[src/scirx_pkg.sv]
// Purpose: shared constants and types of the serial receiver block
// Assumes: 32-bit APB register window, 16x oversampling
// Notes: offsets are byte addresses of aligned words
package scirx_pkg;
  // ----------------------------------------
  // register offsets
  // ----------------------------------------
  localparam logic [7:0] ADDR_CTRL = 8'h00;  // control bits
  localparam logic [7:0] ADDR_IRQEN = 8'h04;  // interrupt enables
  localparam logic [7:0] ADDR_STAT = 8'h08;  // status flags
  localparam logic [7:0] ADDR_DATA = 8'h0c;  // received character
  localparam logic [7:0] ADDR_BAUD = 8'h10;  // tick divisor
  // ----------------------------------------
  // field positions and reset values
  // ----------------------------------------
  localparam int C_EN = 0;  // module enable
  localparam int C_RXEN = 1;  // receiver enable
  localparam int C_NINE = 2;  // 9-bit characters
  localparam int C_WAKE = 3;  // standby_exit_select
  localparam int C_IDLE_COUNT_BEGIN_SELECT = 4;  // idle_count_begin_select
  localparam int C_PEN = 5;  // parity enable
  localparam int C_PODD = 6;  // odd parity
  localparam int C_STBY = 7;  // receiver_standby
  localparam int C_BCA = 8;  // break_clear_allow
  localparam int CTRL_W = 9;
  localparam int F_RF = 0;  // receive_full_flag
  localparam int F_IDLE = 1;  // idle flag
  localparam int F_OVR = 2;  // overrun_flag
  localparam int F_NF = 3;  // noise_flag
  localparam int F_FE = 4;  // framing_fault_flag
  localparam int F_PE = 5;  // parity_fault_flag
  localparam int NFLAG = 6;
  localparam logic [CTRL_W-1:0] CTRL_RST = 9'h000;
  localparam logic [15:0] BAUD_RST = 16'h0019;
  // ----------------------------------------
  // oversample positions (0 is the first tick of a bit)
  // ----------------------------------------
  localparam logic [3:0] RT3 = 4'h2;
  localparam logic [3:0] RT5 = 4'h4;
  localparam logic [3:0] RT7 = 4'h6;
  localparam logic [3:0] RT8 = 4'h7;
  localparam logic [3:0] RT9 = 4'h8;
  localparam logic [3:0] RT10 = 4'h9;
  localparam logic [3:0] RT16 = 4'hf;
  localparam logic [3:0] IDLE_ONES_8 = 4'ha;  // 10 ones
  localparam logic [3:0] IDLE_ONES_9 = 4'hb;  // 11 ones
  localparam logic [3:0] DATA_BITS_8 = 4'h8;
  localparam logic [3:0] DATA_BITS_9 = 4'h9;
  localparam int STOP_TICKS_8 = 9 * 16 + 10;
  localparam int STOP_TICKS_9 = 10 * 16 + 10;
  typedef enum logic [3:0] {
    ST_HUNT = 4'b0001,
    ST_START = 4'b0010,
    ST_DATA = 4'b0100,
    ST_STOP = 4'b1000
  } scirx_state_t;
endpackage : scirx_pkg

[src/scirx_receiver.sv]
// Purpose: receiver control, wakeup and status flags of an async serial port
// Assumes: APB slave, mclk 100 MHz, rxd pin asynchronous to mclk
// Notes: transmitter framing is not part of this block; txd held high while enabled, port_tx_data when disabled
module scirx_receiver
  import scirx_pkg::*;
(
  input wire logic mclk,  // module clock
  input wire logic rst_n,  // async reset, active low
  input wire logic psel,  // apb select
  input wire logic penable,  // apb access phase
  input wire logic pwrite,  // apb direction
  input wire logic [7:0] paddr,  // apb byte address
  input wire logic [31:0] pwdata,  // apb write data
  output logic [31:0] prdata,  // apb read data
  output logic pready,  // apb ready
  output logic pslverr,  // apb error, unmapped address
  input wire logic rxd_pin,  // serial input pin level
  input wire logic port_tx_data,  // port data when module disabled
  input wire logic pin_dir_tx,  // pin_direction_reg bit of output pin
  input wire logic pin_dir_rx,  // pin_direction_reg bit of input pin
  input wire logic stop_mode,  // processor in stop mode
  input wire logic dbg_break,  // debug break state
  output logic txd_out,  // serial output pin value
  output logic txd_oe,  // serial output pin enable
  output logic rxd_oe,  // input pin output enable
  output logic irq_rx,  // receiver interrupt request
  output logic irq_err,  // error interrupt request
  output logic wake_req  // wake request to processor
);
  // ----------------------------------------
  // helpers
  // ----------------------------------------
  function automatic logic maj3(input logic a, input logic b, input logic c);
    maj3 = (a & b) | (a & c) | (b & c);
  endfunction : maj3
  function automatic logic mixed3(input logic a, input logic b, input logic c);
    mixed3 = (a | b | c) & ~(a & b & c);
  endfunction : mixed3

  // ----------------------------------------
  // registers
  // ----------------------------------------
  logic [CTRL_W-1:0] ctrl_ff;  // control bits
  logic [5:0] irqen_ff;  // enables, flag order
  logic [15:0] baud_ff;  // tick divisor
  logic [NFLAG-1:0] flags_ff;  // status flags
  logic [NFLAG-1:0] arm_ff;  // first step of clear seen
  logic [8:0] data_ff;  // serial_data_buffer
  logic [31:0] prdata_ff;  // read data
  logic pready_ff;  // ready
  logic pslverr_ff;  // error
  logic [1:0] rxd_sync_ff;  // pin synchroniser
  logic [15:0] div_ff;  // divisor counter
  logic tick_ff;  // oversample_tick
  scirx_state_t st_ff;  // receive state
  logic [3:0] rt_ff;  // tick within bit
  logic [2:0] hist_ff;  // last three line samples
  logic [1:0] smp_ff;  // held samples
  logic [3:0] bit_ff;  // data bits taken
  logic [8:0] shreg_ff;  // shift register
  logic noise_ff;  // noise seen in character
  logic [3:0] ones_ff;  // consecutive ones
  logic idle_done_ff;  // idle already reported
  logic [7:0] ch_cnt_ff;  // ticks since start edge
  logic txd_out_ff, txd_oe_ff, rxd_oe_ff;  // pin outputs
  logic irq_rx_ff, irq_err_ff, wake_ff;  // requests

  // ----------------------------------------
  // decode
  // ----------------------------------------
  logic setup, acc, line, rx_on, sw_ok, nine;
  logic [3:0] nbits, ones_need;
  logic unmapped;
  assign setup = psel & ~penable;
  assign acc = psel & penable & pready_ff;
  assign unmapped = ~(paddr inside {ADDR_CTRL, ADDR_IRQEN, ADDR_STAT, ADDR_DATA, ADDR_BAUD});
  assign rx_on = ctrl_ff[C_EN] & ctrl_ff[C_RXEN];
  // pin used as input whatever its direction
  assign line = rx_on ? rxd_sync_ff[1] : 1'b1;
  assign nine = ctrl_ff[C_NINE];
  assign nbits = nine ? DATA_BITS_9 : DATA_BITS_8;
  assign ones_need = nine ? IDLE_ONES_9 : IDLE_ONES_8;
  // clears allowed in break only with allow bit
  assign sw_ok = ~dbg_break | ctrl_ff[C_BCA];

  // ----------------------------------------
  // apb read path, registered answer
  // ----------------------------------------
  // answer comes in the first access cycle: no wait states
  always_ff @(posedge mclk or negedge rst_n) begin
    if (!rst_n) begin
      pready_ff <= 1'b0;
      pslverr_ff <= 1'b0;
      prdata_ff <= 32'h0000_0000;
    end else begin
      pready_ff <= setup;
      pslverr_ff <= setup & unmapped;
      if (setup & ~pwrite) begin
        case (paddr)
          ADDR_CTRL: prdata_ff <= {23'h000000, ctrl_ff};
          ADDR_IRQEN: prdata_ff <= {26'h0000000, irqen_ff};
          ADDR_STAT: prdata_ff <= {26'h0000000, flags_ff};
          ADDR_DATA: prdata_ff <= {23'h000000, data_ff};
          ADDR_BAUD: prdata_ff <= {16'h0000, baud_ff};
          default: prdata_ff <= 32'h0000_0000;  // unmapped reads zero
        endcase
      end
    end
  end

  // ----------------------------------------
  // pin synchroniser and tick generator
  // ----------------------------------------
  always_ff @(posedge mclk or negedge rst_n) begin
    if (!rst_n) begin
      rxd_sync_ff <= 2'b11;
    end else begin
      rxd_sync_ff <= {rxd_sync_ff[0], rxd_pin};
    end
  end

  // stop mode freezes the divider: no ticks, so the receiver holds
  always_ff @(posedge mclk or negedge rst_n) begin
    if (!rst_n) begin
      div_ff <= 16'h0000;
      tick_ff <= 1'b0;
    end else if (stop_mode) begin
      tick_ff <= 1'b0;
    end else if (div_ff == 16'h0000) begin
      // tick at sixteen times the baud rate
      div_ff <= baud_ff;
      tick_ff <= ctrl_ff[C_EN];
    end else begin
      div_ff <= div_ff - 16'h0001;
      tick_ff <= 1'b0;
    end
  end

  // ----------------------------------------
  // bit recovery
  // ----------------------------------------
  logic rtick, start_edge, start_bad, bit_val, char_done, stop_ok;
  logic [8:0] chr;
  // no ticks in stop mode, state preserved
  assign rtick = tick_ff & ~stop_mode;
  assign start_edge = rtick & st_ff == ST_HUNT & ~line & hist_ff == 3'b111;
  assign start_bad = maj3(smp_ff[1], smp_ff[0], line);
  assign bit_val = maj3(smp_ff[1], smp_ff[0], line);
  assign stop_ok = bit_val;
  // stop sample at its tenth tick
  assign char_done = rtick & st_ff == ST_STOP & rt_ff == RT10;
  assign chr = nine ? shreg_ff : {1'b0, shreg_ff[8:1]};

  // start search, verification, data and stop sampling
  always_ff @(posedge mclk or negedge rst_n) begin
    if (!rst_n) begin
      st_ff <= ST_HUNT;
      rt_ff <= 4'h0;
      hist_ff <= 3'b111;
      smp_ff <= 2'b00;
      bit_ff <= 4'h0;
      shreg_ff <= 9'h000;
      noise_ff <= 1'b0;
    end else if (rtick) begin
      rt_ff <= rt_ff + 4'h1;
      hist_ff <= {hist_ff[1:0], line};
      if (rt_ff == RT3 || rt_ff == RT8) smp_ff[1] <= line;
      if (rt_ff == RT5 || rt_ff == RT9) smp_ff[0] <= line;
      case (st_ff)
        ST_HUNT: begin
          if (start_edge) begin
            st_ff <= ST_START;
            rt_ff <= 4'h1;  // edge tick counts as the first
            noise_ff <= 1'b0;
          end
        end
        ST_START: begin
          if (rt_ff == RT7) begin
            if (start_bad) begin
              st_ff <= ST_HUNT;  // false start, search again
              hist_ff <= 3'b000;
            end else begin
              noise_ff <= noise_ff | mixed3(smp_ff[1], smp_ff[0], line);
            end
          end
          if (rt_ff == RT10) noise_ff <= noise_ff | (smp_ff[1] | smp_ff[0] | line);
          if (rt_ff == RT16) begin
            st_ff <= ST_DATA;
            bit_ff <= 4'h0;
          end
        end
        ST_DATA: begin
          if (rt_ff == RT10) begin
            noise_ff <= noise_ff | mixed3(smp_ff[1], smp_ff[0], line);
            shreg_ff <= {bit_val, shreg_ff[8:1]};
            bit_ff <= bit_ff + 4'h1;
          end
          if (rt_ff == RT16 && bit_ff == nbits) st_ff <= ST_STOP;
        end
        ST_STOP: begin
          if (rt_ff == RT10) begin
            st_ff <= ST_HUNT;
            hist_ff <= {3{stop_ok}};
          end
        end
        default: st_ff <= ST_HUNT;
      endcase
    end
  end

  // ticks since the start edge, read by the timing checks
  always_ff @(posedge mclk or negedge rst_n) begin
    if (!rst_n) begin
      ch_cnt_ff <= 8'h00;
    end else if (start_edge) begin
      ch_cnt_ff <= 8'h01;
    end else if (rtick && st_ff != ST_HUNT) begin
      ch_cnt_ff <= ch_cnt_ff + 8'h01;
    end
  end

  // ----------------------------------------
  // idle line counting
  // ----------------------------------------
  logic idle_hit, idle_count_begin_select;
  assign idle_count_begin_select = ctrl_ff[C_IDLE_COUNT_BEGIN_SELECT];
  assign idle_hit = rx_on & ~idle_done_ff & ones_need == ones_ff;
  // ones counted from start bit or from stop bit
  always_ff @(posedge mclk or negedge rst_n) begin
    if (!rst_n) begin
      ones_ff <= 4'h0;
      idle_done_ff <= 1'b0;
    end else begin
      if (idle_hit) idle_done_ff <= 1'b1;
      if (start_edge) begin
        ones_ff <= 4'h0;
        idle_done_ff <= 1'b0;
      end else if (rtick && rt_ff == RT10 && st_ff == ST_DATA) begin
        ones_ff <= (bit_val & ~idle_count_begin_select) ? ones_ff + 4'h1 : 4'h0;
      end else if (char_done) begin
        ones_ff <= (stop_ok & ~idle_count_begin_select) ? ones_ff + 4'h1 : 4'h0;
      end else if (rtick && rt_ff == RT16 && st_ff == ST_HUNT && ones_ff != ones_need) begin
        ones_ff <= line ? ones_ff + 4'h1 : 4'h0;
      end
    end
  end

  // ----------------------------------------
  // flag events and control register
  // ----------------------------------------
  logic stby, addr_wake, idle_wake, accept;
  logic [NFLAG-1:0] ev, clr;
  assign stby = ctrl_ff[C_STBY];
  assign addr_wake = char_done & stby & ctrl_ff[C_WAKE] & shreg_ff[8];
  assign idle_wake = idle_hit & stby & ~ctrl_ff[C_WAKE];
  assign accept = char_done & (~stby | addr_wake);
  always_comb begin
    ev = '0;
    // full flag on transfer to buffer
    ev[F_RF] = accept & ~flags_ff[F_RF];
    ev[F_OVR] = accept & flags_ff[F_RF];
    ev[F_NF] = accept & (noise_ff | mixed3(smp_ff[1], smp_ff[0], line));
    ev[F_FE] = ev[F_RF] & ~stop_ok;
    ev[F_PE] = ev[F_RF] & ctrl_ff[C_PEN] & ((^chr) != ctrl_ff[C_PODD]);
    ev[F_IDLE] = idle_hit & ~stby;
  end
  // second step clears only what the first step saw
  assign clr = (acc && !pwrite && paddr == ADDR_DATA && sw_ok) ? arm_ff : '0;

  // status flags: a hardware set wins over a clear in the same cycle
  always_ff @(posedge mclk or negedge rst_n) begin
    if (!rst_n) begin
      flags_ff <= '0;
      arm_ff <= '0;
    end else begin
      flags_ff <= (flags_ff & ~clr) | ev;
      if (acc && !pwrite && paddr == ADDR_STAT && sw_ok) arm_ff <= prdata_ff[NFLAG-1:0];
      else if (|clr) arm_ff <= '0;
    end
  end

  // buffer only loads when the previous character was read
  always_ff @(posedge mclk or negedge rst_n) begin
    if (!rst_n) begin
      data_ff <= 9'h000;
    end else if (ev[F_RF]) begin
      data_ff <= chr;
    end
  end

  // software writes win over a wake clear in the same cycle
  always_ff @(posedge mclk or negedge rst_n) begin
    if (!rst_n) begin
      ctrl_ff <= CTRL_RST;
      irqen_ff <= 6'h00;
      baud_ff <= BAUD_RST;
    end else if (acc && pwrite && paddr == ADDR_CTRL) begin
      ctrl_ff <= pwdata[CTRL_W-1:0];
    end else begin
      if (addr_wake | idle_wake) ctrl_ff[C_STBY] <= 1'b0;
      if (acc && pwrite && paddr == ADDR_IRQEN) irqen_ff <= pwdata[5:0];
      if (acc && pwrite && paddr == ADDR_BAUD) baud_ff <= pwdata[15:0];
    end
  end

  // ----------------------------------------
  // requests and pins
  // ----------------------------------------
  always_ff @(posedge mclk or negedge rst_n) begin
    if (!rst_n) begin
      irq_rx_ff <= 1'b0;
      irq_err_ff <= 1'b0;
      wake_ff <= 1'b0;
      txd_out_ff <= 1'b1;
      txd_oe_ff <= 1'b0;
      rxd_oe_ff <= 1'b0;
    end else begin
      irq_rx_ff <= ~stby & |(flags_ff[F_IDLE:F_RF] & irqen_ff[F_IDLE:F_RF]);
      irq_err_ff <= |(flags_ff[F_PE:F_OVR] & irqen_ff[F_PE:F_OVR]);
      wake_ff <= ~stop_mode & (irq_rx_ff | irq_err_ff);
      txd_oe_ff <= ctrl_ff[C_EN] | pin_dir_tx;
      txd_out_ff <= ctrl_ff[C_EN] | port_tx_data;
      rxd_oe_ff <= ~ctrl_ff[C_EN] & pin_dir_rx;
    end
  end

  assign prdata = prdata_ff;
  assign pready = pready_ff;
  assign pslverr = pslverr_ff;
  assign irq_rx = irq_rx_ff;
  assign irq_err = irq_err_ff;
  assign wake_req = wake_ff;
  assign txd_out = txd_out_ff;
  assign txd_oe = txd_oe_ff;
  assign rxd_oe = rxd_oe_ff;
endmodule : scirx_receiver

[config.mk]
export PLATFORM = sky130hd
export DESIGN_NAME = scirx_receiver
export DESIGN_NICKNAME = d
export VERILOG_FILES = /design/src/scirx_pkg.sv /design/src/scirx_receiver.sv
export SDC_FILE = /design/constraint.sdc
export NUM_CORES = 1
export LEC_CHECK = 0
export ABC_CLOCK_PERIOD_IN_PS = 5140
export BUFFER_PORTS_ARGS = -buffer_cell sky130_fd_sc_hd__buf_2
export CORE_MARGIN = 3
export CORE_UTILIZATION = 62
export DETAILED_ROUTE_END_ITERATION = 10
export PLACE_DENSITY = 0.85
export SLEW_MARGIN = 20
export SYNTH_ARGS = -nofsm -noshare
export SYNTH_HDL_FRONTEND = slang
export SYNTH_SLANG_ARGS = --single-unit
[constraint.sdc]
create_clock -name mclk -period 5.14 [get_ports mclk]
set_input_delay 1.028 -clock mclk [delete_from_list [all_inputs] [get_ports mclk]]
set_output_delay 1.028 -clock mclk [all_outputs]
set_load 0.02 [all_outputs]
==> results.json <==
{
  "clock_path_buffers": 2,
  "cp-end-kind": "flop",
  "finalHoldViolations": 0,
  "core_um2": 9950,
  "drtIter0Drc": 562,
  "grt_pass1_wl_um": 25300,
  "drt_first_pass_iters": 5,
  "worst_slew_margin_rel_pct": 39.0,
  "r2r-start": "div_ff[4]",
  "ys_warn_count": 0,
  "die_area_um2": 11700,
  "drive_above_1_share_pct": 24.3,
  "netlist_instances": 614,
  "holdPathStages": 0,
  "rsz0062_at_grt": "no",
  "place_congestion": 0.901,
  "first_global_vias": 5040,
  "port_buffers": 58,
  "hpwl_um": 10300,
  "h-tree-depth": 4,
  "avgRoutedWirePerCell_um": 19.4,
  "grt_max_degree": 73,
  "place_area_um2": 6770,
  "placed_cells": 777,
  "fmax_mhz": 357,
  "clk_latency_ns": 0.52,
  "chipWidth_um": 108,
  "nets": 722,
  "cpPeakStageDelay_ns": 0.81,
  "tns_ns": 0,
  "setup_slack_ns": 2.34,
  "antenna_found_initial": 0,
  "grt_use_total_pct": 27.9,
  "r2r-end": "div_ff[8]",
  "setup.worst_path.class": "input pin to flop",
  "ys_async_sr_fraction_pct": 100,
  "final_area_um2": 7370,
  "finish.utilization_pct": 74.1,
  "cp.arrival_ns": 3.20,
  "synth.distinct_cells": 69,
  "min_period_ns": 2.80,
  "ctsResizeCount": 0,
  "ios": 91,
  "outcome": "finished clean",
  "critPathRequiredTime_ns": 5.53,
  "finalClockSkew_ns": 0.00912,
  "numCtsBuffers": 17,
  "cts_tree": "done",
  "synth_enable_flop_cells": 0,
  "p_total_mw": 2.52,
  "cts.clk_slew.worst_paths_ns": 0.06,
  "ys.flop_type": "dfrtp_1",
  "die_y_um": 108,
  "hold_start": "rxd_sync_ff[0]",
  "yosysSeqAreaShare_pct": 49.3,
  "start_util_pct": 65.1,
  "ctsHoldBuffers": 0,
  "p_per_area_nw_per_um2": 342,
  "vias_per_cell": 6.34,
  "post-cts-setup-buffers": 0,
  "cp_slowest_cell": "and3_1",
  "synth_area_um2": 6480,
  "slew_violations": 0,
  "grt.overflow.total": 0,
  "startpoint_type": "input pin",
  "stdcell_count": 809,
  "ff2ff_path_depth": 5,
  "whs_ns": 0.349,
  "crit_chain": "buf_2 > or2_2 > nor2_2 > and3_1 > mux2_2",
  "yosys_register_bits": 127,
  "diodes": 0,
  "row_count": 36,
  "peakVddDrop_mv": 0.259,
  "pre_cts_slack_ns": 1.87,
  "tightestPinTransition_ns": 0.915,
  "post-route-period-util_pct": 54.5,
  "leakagePower_nw": 3.47,
  "worstHoldPathType": "flop to flop",
  "ant_nets": 0,
  "area_growth_pct": 13.8,
  "avgSynthCellArea_um2": 10.5,
  "cts_root_buf": "clkbuf_8",
  "cap_violations": 0,
  "setup_viol": 0,
  "drc": 0,
  "critPathMaxFanout": 23,
  "reg2reg_slack_ns": 2.68,
  "wl_um": 15700,
  "cts_sinks": 127,
  "vias": 5129,
  "holdPathEnd": "rxd_sync_ff[1]"
}
worst max-delay path, delay by kind of cell:
| kind | cells | cell delay, ns |
|---|---|---|
| multiplexers | 1 | 0.43 |
| buffers and inverters | 1 | 0.23 |
| AND/OR/NAND/NOR | 3 | 1.49 |
registers in the layout, indices dropped and copies added, names as in the netlist, 2 cells and up:
register,count
div_ff,16
rt_ff,4
st_ff,4
baud_ff,16
flags_ff,6
hist_ff,3
data_ff,9
ctrl_ff,9
smp_ff,2
bit_ff,4
rxd_sync_ff,2
shreg_ff,9
prdata,16
irqen_ff,6
arm_ff,6
ones_ff,4
per-layer routing:
metal / vias to the layer above / GRT usage, % / part of all wire (%)
li1: 2291 / - / -
met1: 2578 / 36.8 / 41
met2: 214 / 45.8 / 50
met3: 46 / 4.72 / 6.0
met4: 0 / 11.9 / 2.8
met5: - / 0 / 0
layout by cell type (no fill, tap or decap), types with 13 or more instances in the layout:
| master | synthesis | final |
|---|---|---|
| dfrtp_1 | 117 | 117 |
| a22o_1 | 15 | 15 |
| nand2_1 | 39 | 39 |
| mux2_2 | 52 | 52 |
| nand3_1 | 26 | 26 |
| a21oi_1 | 32 | 32 |
| clkbuf_16 | 0 | 16 |
| conb_1 | 1 | 16 |
| buf_2 | 9 | 57 |
| inv_1 | 19 | 19 |
| nor2_1 | 56 | 56 |
| mux2i_1 | 13 | 13 |
| o21ai_0 | 20 | 20 |
worst max path at each step:
stage	slack, ns	cells past startpoint	endpoint	startpoint
after CTS	2.37	5	baud_ff[2]	paddr[2]
after detailed placement	1.87	5	baud_ff[1]	paddr[2]
final	2.34	5	baud_ff[2]	paddr[2]
after global placement	1.94	5	baud_ff[11]	paddr[2]
after floorplan	2.57	6	baud_ff[10]	paddr[2]
after global routing	2.28	5	baud_ff[2]	paddr[2]
cell usage after synthesis, types with 3 or more instances:
| cell type | n | area [µm²] |
|---|---|---|
| dfrtp_1 | 117 | 2930 |
| nor2_1 | 56 | 210 |
| mux2_2 | 52 | 586 |
| nand2_1 | 39 | 146 |
| a21oi_1 | 32 | 160 |
| nand3_1 | 26 | 130 |
| clkbuf_1 | 20 | 75.1 |
| o21ai_0 | 20 | 100 |
| inv_1 | 19 | 71.3 |
| buf_4 | 16 | 120 |
| a22o_1 | 15 | 131 |
| mux2i_1 | 13 | 130 |
| nand2b_1 | 11 | 68.8 |
| xnor2_1 | 11 | 96.3 |
| dfstp_2 | 10 | 263 |
| buf_2 | 9 | 45.0 |
| ha_1 | 8 | 100 |
| nor2b_1 | 8 | 50.1 |
| o22a_1 | 8 | 70.1 |
| and3_1 | 7 | 43.8 |
| a221oi_1 | 6 | 52.6 |
| a2bb2oi_1 | 6 | 52.6 |
| nor3_1 | 6 | 30.0 |
| o2bb2ai_1 | 6 | 52.6 |
| xor2_1 | 6 | 52.6 |
| nor4b_1 | 5 | 43.8 |
| a21o_1 | 4 | 30.0 |
| a22oi_1 | 4 | 30.0 |
| and3b_1 | 4 | 35.0 |
| nand4_1 | 4 | 25.0 |
| nor3b_1 | 4 | 30.0 |
| o211ai_1 | 4 | 30.0 |
| or3_1 | 4 | 25.0 |
| and2_1 | 3 | 18.8 |
| nand3b_1 | 3 | 22.5 |
| nand4b_1 | 3 | 26.3 |
| o31ai_1 | 3 | 22.5 |
| or2_2 | 3 | 18.8 |
where the power goes:
| group | switching (mW) | leakage, nW | internal [mW] |
|---|---|---|---|
| registers | 0.0550 | 1.66 | 1.05 |
| clock network | 0.449 | 0.285 | 0.753 |
| logic | 0.141 | 1.52 | 0.0753 |
kinds of logic (layout without fill, tap and decap cells):
kind of cell | count (synthesis) | in the layout | synth area share [%]
adders and majority gates | 8 | 8 | 1.55
xor gates and xnor gates | 17 | 17 | 2.30
AOI/OAI and AO/OA | 130 | 130 | 14.1
other | 1 | 16 | 0.0579
DFF | 127 | 127 | 49.3
buffers and inverters | 64 | 111 | 4.81
muxes | 66 | 66 | 11.2
and+or+nand+nor | 201 | 201 | 16.7
area by class of cell:
class	count	area, µm²
sequential	127	3190
multi-input combinational	438	3040
fill	646	2580
clock buffer	19	432
timing repair buffer	60	308
tap	133	166
clock inverter	13	163
inverter	19	71.3
(Power assumes the default switching activity.)
